<file path="src/cduo_pkg.sv">
/*
 * Shared constants for the channel DMA underflow/overflow handler:
 * error codes, direction flags, idle pattern and serial byte timing.
 * Assumes every user refers to these names through cduo_pkg::.
 */
package cduo_pkg;

    // ------------------------------------------------------------
    // Interrupt descriptor fields
    // ------------------------------------------------------------
    localparam logic [1:0] ERR_NONE = 2'h0;
    localparam logic [1:0] ERR_HOST_OWNED = 2'h1; // host_owned_buffer_error
    localparam logic [1:0] ERR_FIFO_RUN = 2'h2;   // fifo_run_error
    localparam logic DIR_TX = 1'h1;
    localparam logic DIR_RX = 1'h0;

    // ------------------------------------------------------------
    // Serial byte framing
    // ------------------------------------------------------------
    localparam int BYTE_W = 8;
    localparam int BYTE_MSB = 7;
    localparam logic [7:0] IDLE_CODE = 8'hff;
    localparam logic [2:0] BIT_NONE = 3'h0;
    localparam logic [2:0] BIT_LAST = 3'h7;
    localparam logic [2:0] BIT_STEP = 3'h1;

    // ------------------------------------------------------------
    // Internal FIFO sizing and synchronised pin count
    // ------------------------------------------------------------
    localparam int FIFO_DEPTH = 16;
    localparam int PIN_COUNT = 2;

endpackage

</file>
<file path="src/cduo_fifo_if.sv">
/*
 * Signal bundle between the handler and one of its internal FIFOs.
 * Assumes the FIFO and its owner share one clock.
 */
`timescale 1ns/1ps

interface cduo_fifo_if #(parameter int W = 8);
    logic push;
    logic pop;
    logic flush;
    logic [W-1:0] wdata;
    logic [W-1:0] rdata;
    logic full;
    logic afull;
    logic empty;

    modport ctrl(output push, output pop, output flush, output wdata,
                 input rdata, input full, input afull, input empty);
    modport store(input push, input pop, input flush, input wdata,
                  output rdata, output full, output afull, output empty);
endinterface

</file>
<file path="src/cduo_top.sv">
/*
 * Per-channel DMA error handler: transmit underflow and receive overflow
 * detection, channel suspension, data discard and interrupt descriptor
 * posting. Assumes the DMA side runs on mclk_i and the serial link clock
 * and receive data arrive as pins sampled by mclk_i.
 */
`timescale 1ns/1ps

// Notes on behaviour
// - Empty FIFO with host-owned next buffer after data was sent posts host-owned error, direction 1.
// - After that error, stop fetching and suspend transmit.
// - No buffer status write-back after any transmit underflow.
// - No bus transfers for a suspended direction until reactivated.
// - Under-run is FIFO empty at a bit instant while owning a buffer.
// - Under-run posts FIFO-run error, direction 1.
// - After under-run the channel sends idle code continuously.
// - After under-run stop reading data and suspend until reactivated.
// - That overflow discards the FIFO contents, never delivered.
// - That overflow deactivates receive; host reactivates it.
// - Overrun is a byte to store while the FIFO is full, buffer held.
// - Receive overrun posts FIFO-run error, direction 0.
// - Receive overrun discards the FIFO contents.
// - Receive overrun suspends receive until reactivated.
// - Receive resumes on activate, jump or configuration write.
// - Transparent mode empty FIFO with host buffer raises host-owned error, idles.
module cduo_top #(parameter int TX_DEPTH = cduo_pkg::FIFO_DEPTH,
                  parameter int RX_DEPTH = cduo_pkg::FIFO_DEPTH)
(
    input wire logic mclk_i,
    input wire logic resetn_i,
    input wire logic sclk_i,
    input wire logic rxd_i,
    output logic txd_o,
    input wire logic transparent_i,
    input wire logic [7:0] tx_data_i,
    input wire logic tx_valid_i,
    output logic tx_ready_o,
    input wire logic tx_buf_owned_i,
    input wire logic tx_react_i,
    output logic tx_wb_en_o,
    output logic tx_susp_o,
    output logic [7:0] rx_data_o,
    output logic rx_valid_o,
    input wire logic rx_ready_i,
    input wire logic rx_buf_owned_i,
    input wire logic rx_act_i,
    input wire logic rx_jump_i,
    input wire logic rx_cfg_wr_i,
    output logic rx_susp_o,
    output logic intd_valid_o,
    output logic [1:0] intd_err_o,
    output logic intd_dir_o
);

    // ------------------------------------------------------------
    // Pin synchronisation and link clock edges
    // ------------------------------------------------------------
    logic [cduo_pkg::PIN_COUNT-1:0] pin_s;
    logic sclk_s;
    logic rxd_s;
    logic sclk_d_r;
    logic srise;
    logic sfall;

    cduo_sync #(.W(cduo_pkg::PIN_COUNT)) u_sync (
        .mclk_i(mclk_i),
        .resetn_i(resetn_i),
        .d_i({sclk_i, rxd_i}),
        .q_o(pin_s)
    );

    assign sclk_s = pin_s[1];
    assign rxd_s = pin_s[0];
    assign srise = sclk_s && !sclk_d_r;
    assign sfall = !sclk_s && sclk_d_r;

    // ------------------------------------------------------------
    // Internal FIFOs
    // ------------------------------------------------------------
    cduo_fifo_if #(.W(cduo_pkg::BYTE_W)) txf ();
    cduo_fifo_if #(.W(cduo_pkg::BYTE_W)) rxf ();

    cduo_fifo #(.W(cduo_pkg::BYTE_W), .DEPTH(TX_DEPTH)) u_txf (
        .mclk_i(mclk_i),
        .resetn_i(resetn_i),
        .f(txf.store)
    );

    cduo_fifo #(.W(cduo_pkg::BYTE_W), .DEPTH(RX_DEPTH)) u_rxf (
        .mclk_i(mclk_i),
        .resetn_i(resetn_i),
        .f(rxf.store)
    );

    // ------------------------------------------------------------
    // Transmit path
    // ------------------------------------------------------------
    logic [7:0] tx_sh_r;
    logic [7:0] tx_sh_nxt;
    logic [2:0] tx_cnt_r;
    logic [2:0] tx_cnt_nxt;
    logic txd_r;
    logic txd_nxt;
    logic tx_susp_r;
    logic tx_susp_nxt;
    logic tx_busy_r;
    logic tx_busy_nxt;
    logic tx_ready_r;
    logic tx_ready_nxt;
    logic tx_wb_en_r;
    logic tx_wb_en_nxt;
    logic tx_err_host;
    logic tx_err_fifo;
    logic tx_err;

    // Fetched words enter the FIFO only while fetching is allowed
    assign txf.push = tx_valid_i && tx_ready_r;
    assign txf.wdata = tx_data_i;
    assign txf.flush = 1'h0;
    assign tx_err = tx_err_host || tx_err_fifo;

    // Bit output, under-run detection and suspension
    always_comb
    begin
        tx_sh_nxt = tx_sh_r;
        tx_cnt_nxt = tx_cnt_r;
        txd_nxt = txd_r;
        tx_susp_nxt = tx_susp_r;
        tx_busy_nxt = tx_busy_r;
        txf.pop = 1'h0;
        tx_err_host = 1'h0;
        tx_err_fifo = 1'h0;
        if (sfall && tx_cnt_r == cduo_pkg::BIT_NONE)
        begin
            if (!tx_susp_r && !txf.empty)
            begin
                txf.pop = 1'h1;
                txd_nxt = txf.rdata[cduo_pkg::BYTE_MSB];
                tx_sh_nxt = {txf.rdata[cduo_pkg::BYTE_MSB-1:0], 1'h0};
                tx_busy_nxt = 1'h1;
            end
            else
            begin
                // Empty at a bit instant: classify by buffer ownership
                if (!tx_susp_r && tx_buf_owned_i)
                    tx_err_fifo = 1'h1;
                else if (!tx_susp_r && (tx_busy_r || transparent_i))
                    tx_err_host = 1'h1;
                txd_nxt = cduo_pkg::IDLE_CODE[cduo_pkg::BYTE_MSB];
                tx_sh_nxt = {cduo_pkg::IDLE_CODE[cduo_pkg::BYTE_MSB-1:0], 1'h0};
            end
            tx_cnt_nxt = cduo_pkg::BIT_LAST;
        end
        else if (sfall)
        begin
            txd_nxt = tx_sh_r[cduo_pkg::BYTE_MSB];
            tx_sh_nxt = {tx_sh_r[cduo_pkg::BYTE_MSB-1:0], 1'h0};
            tx_cnt_nxt = tx_cnt_r - cduo_pkg::BIT_STEP;
        end
        // Error suspends; a reactivation in the same cycle loses
        if (tx_err_host || tx_err_fifo)
        begin
            tx_susp_nxt = 1'h1;
            tx_busy_nxt = 1'h0;
        end
        else if (tx_react_i)
            tx_susp_nxt = 1'h0;
        tx_ready_nxt = !tx_susp_nxt && !txf.afull && !txf.full;
        tx_wb_en_nxt = !tx_susp_nxt;
    end

    // Transmit registers
    always_ff @(posedge mclk_i)
    begin
        if (!resetn_i)
        begin
            tx_sh_r <= cduo_pkg::IDLE_CODE;
            tx_cnt_r <= cduo_pkg::BIT_NONE;
            txd_r <= cduo_pkg::IDLE_CODE[cduo_pkg::BYTE_MSB];
            tx_susp_r <= 1'h0;
            tx_busy_r <= 1'h0;
            tx_ready_r <= 1'h0;
            tx_wb_en_r <= 1'h1;
            sclk_d_r <= 1'h0;
        end
        else
        begin
            tx_sh_r <= tx_sh_nxt;
            tx_cnt_r <= tx_cnt_nxt;
            txd_r <= txd_nxt;
            tx_susp_r <= tx_susp_nxt;
            tx_busy_r <= tx_busy_nxt;
            tx_ready_r <= tx_ready_nxt;
            tx_wb_en_r <= tx_wb_en_nxt;
            sclk_d_r <= sclk_s;
        end
    end

    // ------------------------------------------------------------
    // Receive path
    // ------------------------------------------------------------
    logic [7:0] rx_sh_r;
    logic [7:0] rx_sh_nxt;
    logic [2:0] rx_cnt_r;
    logic [2:0] rx_cnt_nxt;
    logic rx_susp_r;
    logic rx_susp_nxt;
    logic rx_valid_r;
    logic rx_valid_nxt;
    logic [7:0] rx_data_r;
    logic [7:0] rx_data_nxt;
    logic rx_err_host;
    logic rx_err_fifo;
    logic rx_err;
    logic rx_react;

    assign rxf.wdata = {rx_sh_r[cduo_pkg::BYTE_MSB-1:0], rxd_s};
    assign rx_err = rx_err_host || rx_err_fifo;
    assign rx_react = rx_act_i || rx_jump_i || rx_cfg_wr_i;

    // Bit capture, overflow detection, discard and drain
    always_comb
    begin
        rx_sh_nxt = rx_sh_r;
        rx_cnt_nxt = rx_cnt_r;
        rx_susp_nxt = rx_susp_r;
        rx_valid_nxt = rx_valid_r;
        rx_data_nxt = rx_data_r;
        rxf.push = 1'h0;
        rxf.pop = 1'h0;
        rxf.flush = 1'h0;
        rx_err_host = 1'h0;
        rx_err_fifo = 1'h0;
        if (srise && !rx_susp_r)
        begin
            rx_sh_nxt = {rx_sh_r[cduo_pkg::BYTE_MSB-1:0], rxd_s};
            rx_cnt_nxt = rx_cnt_r + cduo_pkg::BIT_STEP;
            if (rx_cnt_r == cduo_pkg::BIT_LAST)
            begin
                // A whole byte must be stored now
                if (rxf.full && rx_buf_owned_i)
                    rx_err_fifo = 1'h1;
                else if (rxf.full)
                    rx_err_host = 1'h1;
                else
                    rxf.push = 1'h1;
            end
        end
        if (rx_err_host || rx_err_fifo)
        begin
            rx_susp_nxt = 1'h1;
            rxf.flush = 1'h1;
            rx_cnt_nxt = cduo_pkg::BIT_NONE;
        end
        else if (rx_react)
        begin
            rx_susp_nxt = 1'h0;
            rx_cnt_nxt = cduo_pkg::BIT_NONE;
        end
        // Output stage toward shared memory
        if (rx_err_host || rx_err_fifo)
            rx_valid_nxt = 1'h0;
        else if (!rx_susp_r && (!rx_valid_r || rx_ready_i))
        begin
            rx_valid_nxt = !rxf.empty;
            rxf.pop = !rxf.empty;
            rx_data_nxt = rxf.empty ? rx_data_r : rxf.rdata;
        end
    end

    // Receive registers
    always_ff @(posedge mclk_i)
    begin
        if (!resetn_i)
        begin
            rx_sh_r <= '0;
            rx_cnt_r <= cduo_pkg::BIT_NONE;
            rx_susp_r <= 1'h0;
            rx_valid_r <= 1'h0;
            rx_data_r <= '0;
        end
        else
        begin
            rx_sh_r <= rx_sh_nxt;
            rx_cnt_r <= rx_cnt_nxt;
            rx_susp_r <= rx_susp_nxt;
            rx_valid_r <= rx_valid_nxt;
            rx_data_r <= rx_data_nxt;
        end
    end

    // ------------------------------------------------------------
    // Interrupt descriptor posting
    // ------------------------------------------------------------
    logic tx_pend_r;
    logic tx_pend_nxt;
    logic rx_pend_r;
    logic rx_pend_nxt;
    logic [1:0] tx_code_r;
    logic [1:0] tx_code_nxt;
    logic [1:0] rx_code_r;
    logic [1:0] rx_code_nxt;
    logic int_valid_r;
    logic int_valid_nxt;
    logic [1:0] int_err_r;
    logic [1:0] int_err_nxt;
    logic int_dir_r;
    logic int_dir_nxt;

    // Pending errors queue one descriptor each; transmit goes first
    always_comb
    begin
        tx_pend_nxt = tx_pend_r || tx_err;
        rx_pend_nxt = rx_pend_r || rx_err;
        tx_code_nxt = tx_code_r;
        rx_code_nxt = rx_code_r;
        if (tx_err)
            tx_code_nxt = tx_err_host ? cduo_pkg::ERR_HOST_OWNED
                                     : cduo_pkg::ERR_FIFO_RUN;
        if (rx_err)
            rx_code_nxt = rx_err_host ? cduo_pkg::ERR_HOST_OWNED
                                     : cduo_pkg::ERR_FIFO_RUN;
        int_valid_nxt = 1'h0;
        int_err_nxt = int_err_r;
        int_dir_nxt = int_dir_r;
        if (tx_pend_r)
        begin
            int_valid_nxt = 1'h1;
            int_err_nxt = tx_code_r;
            int_dir_nxt = cduo_pkg::DIR_TX;
            tx_pend_nxt = tx_err;
        end
        else if (rx_pend_r)
        begin
            int_valid_nxt = 1'h1;
            int_err_nxt = rx_code_r;
            int_dir_nxt = cduo_pkg::DIR_RX;
            rx_pend_nxt = rx_err;
        end
    end

    // Descriptor registers
    always_ff @(posedge mclk_i)
    begin
        if (!resetn_i)
        begin
            tx_pend_r <= 1'h0;
            rx_pend_r <= 1'h0;
            tx_code_r <= cduo_pkg::ERR_NONE;
            rx_code_r <= cduo_pkg::ERR_NONE;
            int_valid_r <= 1'h0;
            int_err_r <= cduo_pkg::ERR_NONE;
            int_dir_r <= cduo_pkg::DIR_RX;
        end
        else
        begin
            tx_pend_r <= tx_pend_nxt;
            rx_pend_r <= rx_pend_nxt;
            tx_code_r <= tx_code_nxt;
            rx_code_r <= rx_code_nxt;
            int_valid_r <= int_valid_nxt;
            int_err_r <= int_err_nxt;
            int_dir_r <= int_dir_nxt;
        end
    end

    // Outputs straight from flops
    assign txd_o = txd_r;
    assign tx_ready_o = tx_ready_r;
    assign tx_wb_en_o = tx_wb_en_r;
    assign tx_susp_o = tx_susp_r;
    assign rx_data_o = rx_data_r;
    assign rx_valid_o = rx_valid_r;
    assign rx_susp_o = rx_susp_r;
    assign intd_valid_o = int_valid_r;
    assign intd_err_o = int_err_r;
    assign intd_dir_o = int_dir_r;
endmodule

</file>
<file path="src/cduo_sync.sv">
/*
 * Two-flop synchronisers for pins from outside the mclk domain.
 * Assumes the inputs are levels that last several mclk periods.
 */
`timescale 1ns/1ps

module cduo_sync #(parameter int W = 1)
(
    input wire logic mclk_i,
    input wire logic resetn_i,
    input wire logic [W-1:0] d_i,
    output logic [W-1:0] q_o
);

    // ------------------------------------------------------------
    // One two-stage chain per bit
    // ------------------------------------------------------------
    for (genvar g = 0; g < W; g++)
    begin : g_bit
        logic s1_r;
        logic s2_r;
        // First stage feeds only the second
        always_ff @(posedge mclk_i)
        begin
            if (!resetn_i)
            begin
                s1_r <= 1'h0;
                s2_r <= 1'h0;
            end
            else
            begin
                s1_r <= d_i[g];
                s2_r <= s1_r;
            end
        end
        assign q_o[g] = s2_r;
    end

endmodule

</file>
<file path="src/cduo_fifo.sv">
/*
 * Small synchronous FIFO with registered look-ahead read data.
 * Assumes the owner never pushes when full; flush beats pop and push.
 */
`timescale 1ns/1ps

module cduo_fifo #(parameter int W = 8, parameter int DEPTH = 16)
(
    input wire logic mclk_i,
    input wire logic resetn_i,
    cduo_fifo_if.store f
);

    localparam int AW = $clog2(DEPTH);
    localparam logic [AW:0] ONE = (AW+1)'(1);
    localparam logic [AW:0] AFULL_LVL = (AW+1)'(DEPTH - 1);

    // ------------------------------------------------------------
    // Elaboration check: depth must be a power of two, at least 2
    // ------------------------------------------------------------
    if (DEPTH < 2 || (1 << AW) != DEPTH)
    begin : g_bad_depth
        $error("cduo_fifo depth must be a power of two of at least 2");
    end

    logic [W-1:0] mem [DEPTH];
    logic [AW:0] wr_r;
    logic [AW:0] wr_nxt;
    logic [AW:0] rd_r;
    logic [AW:0] rd_nxt;
    logic [W-1:0] rdata_r;
    logic [W-1:0] rdata_nxt;
    logic push_ok;
    logic pop_ok;

    assign f.empty = (wr_r == rd_r);
    assign f.full = (wr_r[AW] != rd_r[AW]) && (wr_r[AW-1:0] == rd_r[AW-1:0]);
    assign f.afull = ((wr_r - rd_r) >= AFULL_LVL);
    assign f.rdata = rdata_r;

    // Pointer and head-of-queue next values
    always_comb
    begin
        push_ok = f.push && !f.full && !f.flush;
        pop_ok = f.pop && !f.empty && !f.flush;
        wr_nxt = push_ok ? wr_r + ONE : wr_r;
        rd_nxt = f.flush ? wr_r : (pop_ok ? rd_r + ONE : rd_r);
        if (push_ok && wr_r[AW-1:0] == rd_nxt[AW-1:0])
            rdata_nxt = f.wdata; // Write into the slot about to be head
        else
            rdata_nxt = mem[rd_nxt[AW-1:0]];
    end

    // Pointer and read-data registers
    always_ff @(posedge mclk_i)
    begin
        if (!resetn_i)
        begin
            wr_r <= '0;
            rd_r <= '0;
            rdata_r <= '0;
        end
        else
        begin
            wr_r <= wr_nxt;
            rd_r <= rd_nxt;
            rdata_r <= rdata_nxt;
        end
    end

    // Storage array, no reset
    always_ff @(posedge mclk_i)
    begin
        if (push_ok)
            mem[wr_r[AW-1:0]] <= f.wdata;
    end

endmodule

</file>
<file path="config.mk">
export PLATFORM = sky130hd
export DESIGN_NAME = cduo_top
export DESIGN_NICKNAME = d
export VERILOG_FILES = /design/src/cduo_pkg.sv /design/src/cduo_fifo_if.sv /design/src/cduo_top.sv /design/src/cduo_sync.sv /design/src/cduo_fifo.sv
export SDC_FILE = /design/constraint.sdc
export NUM_CORES = 1
export LEC_CHECK = 0
export ABC_AREA = 1
export BUFFER_PORTS_ARGS = -buffer_cell sky130_fd_sc_hd__buf_2
export CELL_PAD_IN_SITES_DETAIL_PLACEMENT = 1
export CELL_PAD_IN_SITES_GLOBAL_PLACEMENT = 1
export CORE_MARGIN = 1.5
export CORE_UTILIZATION = 38
export CTS_CLUSTER_DIAMETER = 60
export DETAILED_ROUTE_END_ITERATION = 8
export GPL_ROUTABILITY_DRIVEN = 0
export PLACE_DENSITY = 0.59
export SYNTH_ARGS = -nofsm -noshare
export SYNTH_HDL_FRONTEND = slang
export SYNTH_SLANG_ARGS = --single-unit
</file>
<file path="constraint.sdc">
create_clock -name mclk_i -period 5.62 [get_ports mclk_i]
set_clock_uncertainty 0.15 [all_clocks]
set_input_delay 0.843 -clock mclk_i [delete_from_list [all_inputs] [get_ports mclk_i]]
set_output_delay 0.843 -clock mclk_i [all_outputs]
set_load 0.03 [all_outputs]
</file>
* Word-level counts from Yosys, hierarchy flattened *
Memories as Yosys holds them, arrays and structs flattened. A register that Yosys moved wholly into a read port is not among the register bits.
Index checks and enable logic that the tools add are counted.

storage, ports and cells
  bits in registers = 71
  memories = 2
  output and inout bits = 18
  RAM bits = 256
  bits of input ports = 21
  logic and storage cells = 155

memory list
  name       words  bits a word  rd ports  clocked after memory_dff  write ports  RTL line         RTL
  u_rxf.mem  16     8            1         1                         1            cduo_fifo.sv:26  logic [W-1:0] mem [DEPTH];
  u_txf.mem  16     8            1         1                         1            cduo_fifo.sv:26

cells by class
  reductions and logical operators = 52
  multiplexer cells = 53
  equal/unequal tests = 7
  bitwise operators = 3
  $add $sub $neg = 7
  $lt $le $gt $ge = 1

operators with widths
  kind                   number
  $mux W1                41
  $mux W8                3
  $add A5 B1 Y5 const B  4
  $logic_and A1 B1 Y1    20
  $logic_not A1 Y1       14
  $eq A5 B5 Y1           2
  $mux W5                2
  $eq A4 B4 Y1           2
  $logic_or A1 B1 Y1     8
  $mux W2                4
  $reduce_bool A2 Y1     4
  $mux W3                2
  $ge A5 B4 Y1 const B   1
  $sub A5 B5 Y5          1
  $mux W4                1
  $reduce_or A2 Y1       2
  $add A3 B1 Y3 const B  1
  $eq A3 B3 Y1 const B   1
  $logic_not A3 Y1       1
  $not A1 Y1             3
  $reduce_and A3 Y1      1
  $reduce_or A3 Y1       1
  $sub A3 B1 Y3 const B  1
  $ne A1 B1 Y1           2
  $reduce_and A2 Y1      1

* Depth between registers and ports, before layout *
Gate-level depths: netlist (run 1).

  word-level depth = 12
  mapped depth = 19

* Hierarchy *
From an unflattened synthesis (run 1), not the netlist that was laid out.

second synthesis, totals
  cells, all modules = 1727
  area, all modules = 16294.4 um^2

modules (own cells, without submodules)
  module              cells each  area each (um^2)  sequential area each (um^2)  times used
  cduo_fifo at u_txf  729         7154.4            4204.0                       1
  cduo_fifo at u_rxf  730         7091.8            4204.0                       1
  cduo_top            254         1923.1            940.9                        1
  cduo_sync           14          125.1             80.1                         1

* Least setup slack after synthesis (run 1) *
OpenSTA, ideal clock, no wires.

  kind = in2reg
  start = in rx_ready_i
  end = reg u_rxf.rdata_r[2], in the netlist u_rxf.f.rdata[2] (read register of u_rxf.mem)
  buffers on the path = 1
  data required time = 5361 ps
  cell stages on the path = 14
  data arrival time = 2254 ps
  slack = 3107 ps
  cell sequence = inv_1 -> a21oi_1 -> nand2_4 -> nand2_1 -> nand2_2 -> nand2_1 -> nand2_1 -> nor2_1 -> nand3_2 -> buf_6 -> nor2_2 -> nor2_1 -> nand2_1 -> inv_1

on the way
  cells in the longest elaborated chain, start to end = 8

ends and longest elaborated chain
  what                              RTL line         RTL
  start: declaration                cduo_top.sv:44   input wire logic rx_ready_i,
  $logic_or A1 B1 Y1                cduo_top.sv:263  else if (!rx_susp_r && (!rx_valid_r || rx_ready_i))
  $logic_and A1 B1 Y1               cduo_top.sv:263
  $mux W1                           cduo_top.sv:263
  $mux W1                           cduo_top.sv:261  if (rx_err_host || rx_err_fifo)
  $logic_and A1 B1 Y1 (2 in a row)  cduo_fifo.sv:45  pop_ok = f.pop && !f.empty && !f.flush;
  $mux W5 (2 in a row)              cduo_fifo.sv:47  rd_nxt = f.flush ? wr_r : (pop_ok ? rd_r + ONE : rd_r);
  end: declaration                  cduo_fifo.sv:31  logic [W-1:0] rdata_r;

Every way passes these cells. The select of a mux whose other input is x is not followed.
A chain may end at the register's enable or synchronous reset.

* Worst setup path in the final report (run 1) *
  start = reg u_txf.rd_r[2]
  end = reg u_txf.rdata_r[4], in the netlist u_txf.f.rdata[4] (read register of u_txf.mem)

on the way
  cells in the longest elaborated chain, start to end = 7
  elaborated cells on any way between the ends = 8
  those cells by class = 1 x add/sub; 1 x eq/ne; 3 x mux; 3 x reduce/logical

ends and longest elaborated chain
  what                      RTL line                          RTL
  start: declaration        cduo_fifo.sv:29                   logic [AW:0] rd_r;
  start signal: assignment  cduo_fifo.sv:66                   rd_r <= rd_nxt;
  $eq A5 B5 Y1              cduo_fifo.sv:36                   assign f.empty = (wr_r == rd_r);
  $logic_not A1 Y1          cduo_top.sv:135, cduo_fifo.sv:45
  $logic_and A1 B1 Y1       cduo_top.sv:135                   if (!tx_susp_r && !txf.empty)
  $mux W1                   cduo_top.sv:135
  $mux W1                   cduo_top.sv:133                   if (sfall && tx_cnt_r == cduo_pkg::BIT_NONE)
  $logic_and A1 B1 Y1       cduo_fifo.sv:45
  $mux W4 (*)               cduo_fifo.sv:47
  end: declaration          cduo_fifo.sv:31

Mark *: on every way between the ends. The rest lies on a longest branch, timed or not.

==> results of run 1 <==
## cells in the final DEF, fill, tap and decap left out, types with 17 or more instances in the layout
cell type and count:
a21oi_1 66, buf_2 38, clkbuf_16 43, dfxtp_1 87, edfxtp_1 256, ha_1 18, inv_1 212, nand2_1 163
nand3_1 202, nand3b_1 33, nor2_1 152, o211ai_1 33, o21ai_0 77, o21ai_1 17
## flip-flops by register name (all words and copies together) (netlist names), 2 cells and up
name               flops
intd_err_o             2
rx_cnt_r               3
rx_code_r              2
rx_data_o              8
rx_sh_r                7
tx_cnt_r               3
tx_code_r              2
tx_sh_r                8
u_rxf.f.rdata          8
u_rxf.mem            128
u_rxf.rd_r             5
u_rxf.wr_r             5
u_sync.g_bit.s1_r      2
u_sync.g_bit.s2_r      2
u_txf.f.rdata          8
u_txf.mem            128
u_txf.rd_r             5
u_txf.wr_r             5
## cell families (layout without fill, tap and decap cells)
family	count (synthesis)	after routing	share of synthesized area
and+or+nand+nor	584	584	0.181
DFF	343	343	0.633
buffers and inverters	290	340	0.0819
AOI/OAI and AO/OA	207	207	0.0779
adders and majority gates	19	19	0.0165
xor gates and xnor gates	14	14	0.00874
muxes	1	1	0.000672
## power by group
group	switching [mW]	total (mW)	internal [mW]
sequential	0.0732	2.88	2.80
clock	1.06	2.57	1.51
combinational	1.52	2.09	0.570
total	2.66	7.54	4.88
## metal layers
metal / vias up / wire (um) / GRT usage
met3: 60 / 1070 / 0.0258
met1: 5071 / 17500 / 0.251
met5: - / 0 / 0
li1: 4956 / - / -
met2: 130 / 19900 / 0.354
met4: 0 / 854 / 0.0572
## worst paths after layout
path / depth (start not counted) / endpoint / slack [ps]
setup / recovery: 15 / u_txf.f.rdata[4]$_SDFF_PN0_ / 2020
hold / removal: 2 / u_sync.g_bit[0].s2_r$_SDFF_PN0_ / 260
setup reg to reg: 15 / u_txf.f.rdata[4]$_SDFF_PN0_ / 2020
hold reg to reg: 2 / u_sync.g_bit[0].s2_r$_SDFF_PN0_ / 260
## final cells by class
type / count / area, sq um
Inverter: 219 / 825
Clock inverter: 25 / 189
Clock buffer: 51 / 1120
Sequential cell: 343 / 9430
Multi-Input combinational cell: 825 / 4260
Fill cell: 4295 / 21900
Tap cell: 518 / 648
Timing Repair Buffer: 45 / 243
## stage by stage
stage / setup WS [ps] / hold WS [ps] / std cells
2_1_floorplan: 3110 / 240 / 1458
3_3_place_gp: 2020 / 246 / 1950
3_5_place_dp: 1960 / 259 / 1950
4_1_cts: 1950 / 273 / 2026
5_1_grt: 1610 / 282 / 2026
6_report: 2020 / 265 / 2026
## tightest hold or removal path: cells and delay by family, from the launching register on
| family | cells | cell delay, ps |
|---|---|---|
| buffers and inverters | 1 | 40 |
| DFF | 1 | 300 |
| and+or+nand+nor | 1 | 50 |
==> summary.txt, run 1 <==
Run status
  – Outcome: finished clean

STA
  – Achievable Freq: 278 MHz
  – Headroom to the max-slew limit: 0.272
  – RSZ-0062 raised after global routing: false
  – Setup violators final: 0
  – Final worst path period share: 0.641
  – Worst Tran Pin Value: 1090 ps
  – Final worst path period need: 3600 ps
  – Setup TNS: 0 ps
  – Endpoints failing hold: 0
  – Max-slew violations: 0

Logic synthesis
  – Seq cells post-synth: 343
  – Synth area leaders: edfxtp_1 52%, dfxtp_1 12%, nand3_1 6.8%
  – Post-synth EDFFs: 256
  – Top FF cell, synth: edfxtp_1
  – Synth cell types: 45
  – Async set or reset register ratio after synthesis: 0
  – Post-Syn Area: 14900 sq um
  – Sequential area share after synthesis: 0.633
  – Top cell type by total area after synthesis: edfxtp_1
  – Synth top cells by count: 256 x edfxtp_1, 212 x inv_1, 203 x nand3_1, 164 x nand2_1, 152 x nor2_1
  – Count leader, synth: edfxtp_1
  – Cells after Synth: 1458
  – Synthesized area per cell: 10.2 sq um
  – Synth top area share: 0.516
  – Yosys warns: 0
  – Post-Syn Nets: 1498

Clocking
  – Total CTS buffers: 41
  – Longest Clk Path Bufs: 3
  – Post-CTS Setup Inserts: 0
  – Post-cts gate resize count: 0
  – Root Driver: clkbuf_16
  – CTS tree: done
  – Worst skew pair latency: 560 ps
  – Clock-pin slew on the worst setup and hold paths: 60 ps
  – H-tree depth: 2
  – CTS hold repair buffers: 0
  – Clk sinks: 343

Cells and area
  – Util after Layout: 0.432
  – Final nets: 1515
  – Layout cells sized above 1: 0.0928
  – ANT cells: 0
  – Design area: 16700 sq um
  – Area growth syn-to-layout: 12.2%

Critical path
  – Worst setup path start: u_txf.rd_r[2]$_SDFF_PN0_
  – Cell mode on critical path: nand2_1
  – Slowest cell on crit path: buf_4
  – Crit-path cells: inv_1 -> ha_1 -> nand2_1 -> nor2_2 -> nand2_2 -> nand2_4 -> nand2_1 -> nand2_4 -> buf_4 -> o21ai_0 -> o211ai_1 -> nand3_1 -> nand3_1 -> nand2_1 -> inv_1
  – CP arrival: 3950 ps
  – CP Launch Type: register
  – Critical-path maximum fanout: 77
  – Family with the most delay on the worst path: simple AND/OR/NAND/NOR gates
  – WP buf/inv: 3
  – Endpoint class of the critical path: register
  – Reg-to-Reg Start: u_txf.rd_r[2]$_SDFF_PN0_
  – WP data required: 5970 ps
  – Worst setup path class: register to register
  – CP peak stage delay: 670 ps

Floorplanning
  – Core ar.: 38600 sq um
  – IO Count: 39
  – Initial Util: 0.385
  – Chip width: 201 um
  – Placement row count: 72
  – Chip height: 201 um
  – Die area: 40400 sq um

GRT
  – All-Layer GR Usage: 0.198
  – GRT Residual Overflow: 0
  – Vias in the first global route: 10800
  – Global-route wire length before repair: 62000 um
  – Largest net degree at the start of global routing: 78
  – Antenna violations before repair: 0

Placed design
  – HPWL Detailed: 24600 um
  – DP Area: 15400 sq um
  – I/O Buffers: 38

Pwr
  – Peak supply drop: 295 uV
  – Total power: 7.54 mW
  – Leak: 6.63 nW
  – P per Cell Area: 451 nW/um^2

Hold path
  – Hold Crit Class: register to register
  – Hold path start: u_sync.g_bit[0].s1_r$_SDFF_PN0_

Run
  – Max Cap Violations: 0

Detailed routing
  – 1st-iter DRT viols: 513
  – Drt via density: 5.04
  – DR vias: 10200
  – Antenna Nets Post-Route: 0
  – # DRC: 0
  – Final WL: 39300 um
  – Avg WL per Cell: 19.4 um
  – Drt first pass iters: 4
No activity file was read; power rests on OpenSTA's default activity.
==> inputs of run 2 (changes only) <==
Clock period 5.62 ns to 3.4 ns, I/O delays scaled along.
==> run 2 against run 1 <==
Against the previous run: die area did not move; critical path depth rose by 2; routed wire length rose by 2.5%; first-iteration DRC count rose by 9.7%; core utilization rose by 1.2 points; cell area rose by 2.9%; flip-flop and latch count did not move; clock-buffer cell count rose by 8; final cell count rose by 2.3%; worst hold slack got worse by 190 ps; highest routed layer unchanged.
==> summary.txt, run 2 (synthesis gave the netlist of run 1 again) <==
Run status
  – Outcome: finished clean

Critical path
  – R2R Path End: u_txf.f.rdata[3]$_SDFF_PN0_
  – R2R depth: 17 (+2)
  – CP arrival: 3380 ps (-570 ps)
  – R2R setup slack: 310 ps (-1710 ps)
  – Worst setup path start: u_txf.rd_r[2]$_SDFF_PN0_
  – WP data required: 3690 ps (-2280 ps)
  – Reg-to-Reg Start: u_txf.rd_r[2]$_SDFF_PN0_
  – Worst setup path class: register to register
  – Endpoint class of the critical path: register
  – CP Launch Type: register
  – Critical-path maximum fanout: 51 (-34%)

Clocking
  – Longest Clk Path Bufs: 3 (unchanged)
  – Total CTS buffers: 39 (-4.9%)
  – H-tree depth: 2 (unchanged)
  – Root Driver: clkbuf_16
  – Worst skew pair latency: 550 ps (about the same)
  – CTS tree: done
  – Clock-pin slew on the worst setup and hold paths: 60 ps (about the same)
  – Clk sinks: 343 (unchanged)

STA
  – Achievable Freq: 324 MHz (+16%)
  – Setup TNS: 0 ps (unchanged)
  – Final worst path period need: 3090 ps (-510 ps)
  – Setup violators final: 0 (unchanged)
  – Final worst path period share: 0.909 (+0.268)
  – Max-slew violations: 0 (unchanged)
  – RSZ-0062 raised after global routing: false
  – Headroom to the max-slew limit: 0.285 (+0.0135)
  – Endpoints failing hold: 0 (unchanged)
  – Worst Tran Pin Value: 1070 ps (-17.7 ps)

Placed design
  – DP Area: 15800 sq um (+2.8%)
  – I/O Buffers: 38 (unchanged)
  – HPWL Detailed: 25500 um (+3.9%)

Cells and area
  – Util after Layout: 0.445 (+0.0124)
  – Design area: 17200 sq um (+2.9%)
  – Area growth syn-to-layout: 15.4%
  – Final nets: 1565 (+3.3%)
  – Commonest non-fill, non-tap cell in the layout: edfxtp_1
  – ANT cells: 0 (unchanged)
  – Layout cells sized above 1: 0.119 (+0.0262)
  – Commonest non-fill, non-tap cells in the layout: 256 x edfxtp_1, 212 x inv_1, 202 x nand3_1

Run
  – Max Cap Violations: 0 (unchanged)

Detailed routing
  – # DRC: 0 (unchanged)
  – Drt first pass iters: 4 (unchanged)
  – Drt via density: 4.98 (-1.2%)
  – 1st-iter DRT viols: 563 (+9.7%)
  – Final WL: 40300 um (+2.5%)
  – Avg WL per Cell: 19.4 um (+0.24%)
  – Antenna Nets Post-Route: 0 (unchanged)
  – DR vias: 10300 (+1.0%)

GRT
  – Antenna violations before repair: 0 (unchanged)
  – Largest net degree at the start of global routing: 66 (-15%)
  – Vias in the first global route: 10800 (+0.15%)
  – Global-route wire length before repair: 63200 um (+1.9%)
  – GRT Residual Overflow: 0 (unchanged)
  – All-Layer GR Usage: 0.203 (+0.00418)

Pwr
  – Leak: 6.90 nW (+4.2%)
  – P per Cell Area: 742 nW/um^2 (+65%)
  – Peak supply drop: 465 uV (+58%)

Hold path
  – Hold EP: rx_code_r[1]$_SDFFE_PN0P_
  – Hold Crit Class: input pin to register
  – Worst Hold Depth: 3 (+1)
  – Hold path start: rx_buf_owned_i

Floorplanning
  – IO Count: 39 (unchanged)
  – Die area: 40400 sq um (unchanged)
  – Chip height: 201 um (unchanged)
  – Initial Util: 0.385 (unchanged)
  – Core ar.: 38600 sq um (unchanged)
  – Chip width: 201 um (unchanged)
  – Placement row count: 72 (unchanged)
==> run 2: changes by cell type in the layout (fill, tap and decap cells not counted), sizes merged <==
cell | before | now
clkinv | 20 | 10
buf | 45 | 94
dlygate4sd3 | 0 | 2
inv | 220 | 217
clkbuf | 51 | 59
o21ai | 96 | 97
clkinvlp | 2 | 1
==> run 2: metal layers <==
metal / wire length (um) / part of all wire / GRT usage / vias up
met4: 1040 / 0.026 / 0.0615 / 0
li1: - / - / - / 5056
met5: 0 / 0 / 0 / -
met1: 17500 / 0.44 / 0.256 / 5065
met3: 1120 / 0.028 / 0.0255 / 62
met2: 20600 / 0.51 / 0.361 / 141
==> run 2: final cells by class <==
type / instances / area [sq um]
clock buffers: 59 / 1190
flip-flops and latches: 343 / 9430
fillers: 4256 / 21500
multi-input cells: 826 / 4290
clock inverters: 11 / 104
well taps: 518 / 648
inverters: 219 / 825
repair buffers: 96 / 701
==> run 2: repair_timing <==
item | in CTS | in global routing
setup endpoints to repair | 0 | 8
hold endpoints to repair | 2 | 0
buffers inserted | 0 | 0
resized for setup | 0 | 3
hold buffers | 2 | 0
==> run 2: worst max-delay path: stages, from the launching register on <==
cell	delay [ps]
dfxtp_1	380
inv_1	80
ha_1	390
nand2_1	90
nor2_2	120
nand2_2	120
nand2_8	170
nand2_1	150
nand2_8	210
buf_16	250
buf_4	210
a21oi_1	70
o21ai_0	110
o211ai_1	140
nand3_1	130
nand3_1	80
nand2_1	70
inv_1	40
==> run 2: worst max-delay path by stage <==
| stage | end | slack, ps | depth (start not counted) |
|---|---|---|---|
| after global routing | u_txf.f.rdata[0]$_SDFF_PN0_ | 20 | 17 |
| after CTS | u_txf.f.rdata[3]$_SDFF_PN0_ | 210 | 17 |
| final | u_txf.f.rdata[3]$_SDFF_PN0_ | 310 | 17 |
| after global placement | u_txf.f.rdata[1]$_SDFF_PN0_ | 320 | 13 |
| after floorplan | u_txf.f.rdata[0]$_SDFF_PN0_ | 990 | 18 |
| after detailed placement | u_txf.f.rdata[3]$_SDFF_PN0_ | 250 | 17 |
==> run 2: through the flow <==
| stage | worst slack [ps] | instances | hold WS (ps) | power (mW) |
|---|---|---|---|---|
| 2_1_floorplan | 990 | 1458 | 240 | 7.29 |
| 3_3_place_gp | 320 | 1999 | 245 | 8.62 |
| 3_5_place_dp | 246 | 1999 | 266 | 8.67 |
| 4_1_cts | 211 | 2071 | 47.9 | 13.0 |
| 5_1_grt | 24.3 | 2072 | 110 | 13.5 |
| 6_report | 309 | 2072 | 71.7 | 12.8 |
==> run 2: power by group <==
| part | internal (mW) | total [mW] | switching [mW] |
|---|---|---|---|
| clock network | 2.57 | 4.26 | 1.69 |
| registers | 4.63 | 4.74 | 0.106 |
| logic | 1.14 | 3.76 | 2.62 |
| total | 8.34 | 12.8 | 4.42 |
==> inputs of run 3 (changes only) <==
Clock period 3.4 ns to 3 ns, I/O delays scaled along.
==> run 3 against run 2 <==
Against the previous run: cell area grew 0.65%; clock-buffer cell count shrank 10; flip-flop and latch count is the same; clock power grew 10%; combinational power grew 12%; register-to-register slack lost 80 ps; largest cell class unchanged; highest routed layer unchanged.
==> summary.txt, run 3 (synthesis gave the netlist of run 1 again) <==
Run status
  – Outcome: finished clean

STA
  – Final worst path period need: 2780 ps (-315 ps)
  – Setup violators final: 0 (unchanged)
  – Headroom to the max-slew limit: 0.317 (+0.0319)
  – RSZ-0062 raised after global routing: true
  – Endpoints failing hold: 0 (unchanged)
  – Max-slew violations: 0 (unchanged)
  – Worst Tran Pin Value: 1020 ps (-47.7 ps)
  – Achievable Freq: 360 MHz (+11%)
  – Final worst path period share: 0.925 (+0.0161)

GRT
  – Met1 Use GR: 0.255 (-0.000720)
  – GR peak layer: met2
  – Global-route wire length before repair: 63800 um (+0.96%)
  – GRT Residual Overflow: 0 (unchanged)
  – All-Layer GR Usage: 0.205 (+0.00257)
  – Met2 GRT Util: 0.365 (+0.00358)
  – Vias in the first global route: 11000 (+1.3%)
  – Largest net degree at the start of global routing: 66 (unchanged)
  – M3 GR Usage: 0.0274 (+0.00195)
  – Antenna violations before repair: 0 (unchanged)

Pwr
  – Reg power frac: 0.377 (+0.006)
  – Leak: 6.98 nW (+1.1%)
  – Clock power share: 0.328 (-0.006)
  – Comb pwr share: 0.295 (about the same)
  – Int Pwr: 9.25 mW (+11%)
  – Peak supply drop: 816 uV (+75%)
  – Sw Ratio: 0.353 (+0.00653)
  – Total power: 14.3 mW (+12%)
  – P per Cell Area: 826 nW/um^2 (+11%)
  – Net switching power: 5.04 mW (+14%)

Clocking
  – Clk sinks: 343 (unchanged)
  – Root Driver: clkbuf_16
  – Clock-pin slew on the worst setup and hold paths: 60 ps (about the same)
  – CTS tree: done
  – Worst skew pair latency: 560 ps (about the same)
  – Longest Clk Path Bufs: 3 (unchanged)
  – Total CTS buffers: 40 (+2.6%)
  – H-tree depth: 2 (unchanged)

Cells and area
  – Util after Layout: 0.448 (+0.00288)
  – Commonest non-fill, non-tap cells in the layout: 256 x edfxtp_1, 212 x inv_1, 202 x nand3_1
  – Area growth syn-to-layout: 16.1%
  – ANT cells: 0 (unchanged)
  – Commonest non-fill, non-tap cell in the layout: edfxtp_1
  – Layout cells sized above 1: 0.125 (+0.00563)
  – Final nets: 1580 (+0.96%)

Critical path
  – R2R Path End: u_rxf.f.rdata[5]$_SDFF_PN0_
  – CP arrival: 3080 ps (-300 ps)
  – WP data required: 3310 ps (-380 ps)
  – CP Launch Type: register
  – R2R depth: 15 (-2)
  – Critical-path maximum fanout: 64 (+25%)
  – Endpoint class of the critical path: register
  – Reg-to-Reg Start: rx_cnt_r[0]$_SDFFE_PP0P_
  – R2R setup slack: 220 ps (-80 ps)
  – Worst setup path class: register to register
  – Worst setup path start: rx_cnt_r[0]$_SDFFE_PP0P_
  – CP endpoint: u_rxf.f.rdata[5]$_SDFF_PN0_

Floorplanning
  – Die area: 40400 sq um (unchanged)
  – Core ar.: 38600 sq um (unchanged)
  – Chip width: 201 um (unchanged)
  – IO Count: 39 (unchanged)
  – Placement row count: 72 (unchanged)
  – Initial Util: 0.385 (unchanged)
  – Chip height: 201 um (unchanged)

Detailed routing
  – DR vias: 10600 (+2.6%)
  – 1st-iter DRT viols: 538 (-4.4%)
  – Drt via density: 5.07 (+1.7%)
  – Drt first pass iters: 5 (+1)
  – Antenna Nets Post-Route: 0 (unchanged)
  – # DRC: 0 (unchanged)
  – Avg WL per Cell: 19.2 um (-1.2%)
  – Final WL: 40100 um (-0.39%)

Hold path
  – Hold Crit Class: input pin to register

Placed design
  – HPWL Detailed: 25800 um (+1.2%)
  – I/O Buffers: 38 (unchanged)

Run
  – Max Cap Violations: 0 (unchanged)
[run 3: cell count changes in the layout (fill, tap and decap cells not counted), sizes merged]
cell,previous run,this run
buf,94,106
clkbuf,59,49
clkinv,10,18
dlygate4sd3,2,5
inv,217,223
o21ai,97,96
[run 3: final cells by class]
type / instances / area, sq um
clock buffer: 49 / 1060
tap: 518 / 648
sequential: 343 / 9430
multi-input combinational: 825 / 4280
timing repair buffer: 111 / 862
inverter: 219 / 827
fill: 4322 / 21300
clock inverter: 25 / 199
[run 3: power groups by stage]
| stage | clock (mW) | combinational [mW] | sequential, mW |
|---|---|---|---|
| after CTS | 4.83 | 4.26 | 5.40 |
| after floorplan | 0 | 2.75 | 5.51 |
| after detailed placement | 0 | 4.24 | 5.50 |
| final | 4.69 | 4.21 | 5.39 |
| after global placement | 0 | 4.20 | 5.50 |
| after global routing | 5.01 | 4.71 | 5.41 |
[run 3: worst max-delay path, stage by stage, from the launching register on]
cell and delay (ps):
dfxtp_1 320, ha_1 200, ha_1 170, inv_1 70
nor2_1 70, o21ai_2 270, nand2_4 200, nand2_2 160
buf_12 290, nand3b_1 120, nand3_1 130, nand3_1 180
nand3_1 120, nand3_1 90, nand2_1 70, inv_1 30
[run 3: through the flow]
stage	area [sq um]	setup WS (ps)	cells	setup TNS, ps	hold WS (ps)
global placement	16000	121	2011	0	260
detailed placement	16000	104	2011	0	264
global route	17300	-14.2	2090	-14.2	84.5
CTS	17300	78.3	2090	0	0.674
floorplan	14900	590	1458	0	240
finish	17300	224	2090	0	30.5
[run 3: routing by layer]
| metal | vias to the layer above | wire (um) | share of wire |
|---|---|---|---|
| li1 | 5097 | - | - |
| met1 | 5256 | 17100 | 0.43 |
| met2 | 171 | 20500 | 0.51 |
| met3 | 68 | 1420 | 0.035 |
| met4 | 0 | 1090 | 0.027 |
| met5 | - | 0 | 0 |
[run 3: worst min path at each step]
stage	from	endpoint	depth (start not counted)
3_5_place_dp	u_sync.g_bit[0].s1_r$_SDFF_PN0_	u_sync.g_bit[0].s2_r$_SDFF_PN0_	2
5_1_grt	tx_react_i	tx_wb_en_o$_SDFF_PN1_	3
2_1_floorplan	u_sync.g_bit[0].s1_r$_SDFF_PN0_	u_sync.g_bit[0].s2_r$_SDFF_PN0_	2
3_3_place_gp	u_sync.g_bit[1].s1_r$_SDFF_PN0_	u_sync.g_bit[1].s2_r$_SDFF_PN0_	2
6_report	tx_react_i	tx_wb_en_o$_SDFF_PN1_	3
4_1_cts	tx_react_i	tx_wb_en_o$_SDFF_PN1_	3
[run 3: repair_timing]
item | in CTS | in global routing
endpoints found under the setup margin | 0 | 15
hold buffers | 5 | 0
buffers inserted | 0 | 0
gates resized for setup | 0 | 8
hold endpoints to repair | 5 | 0
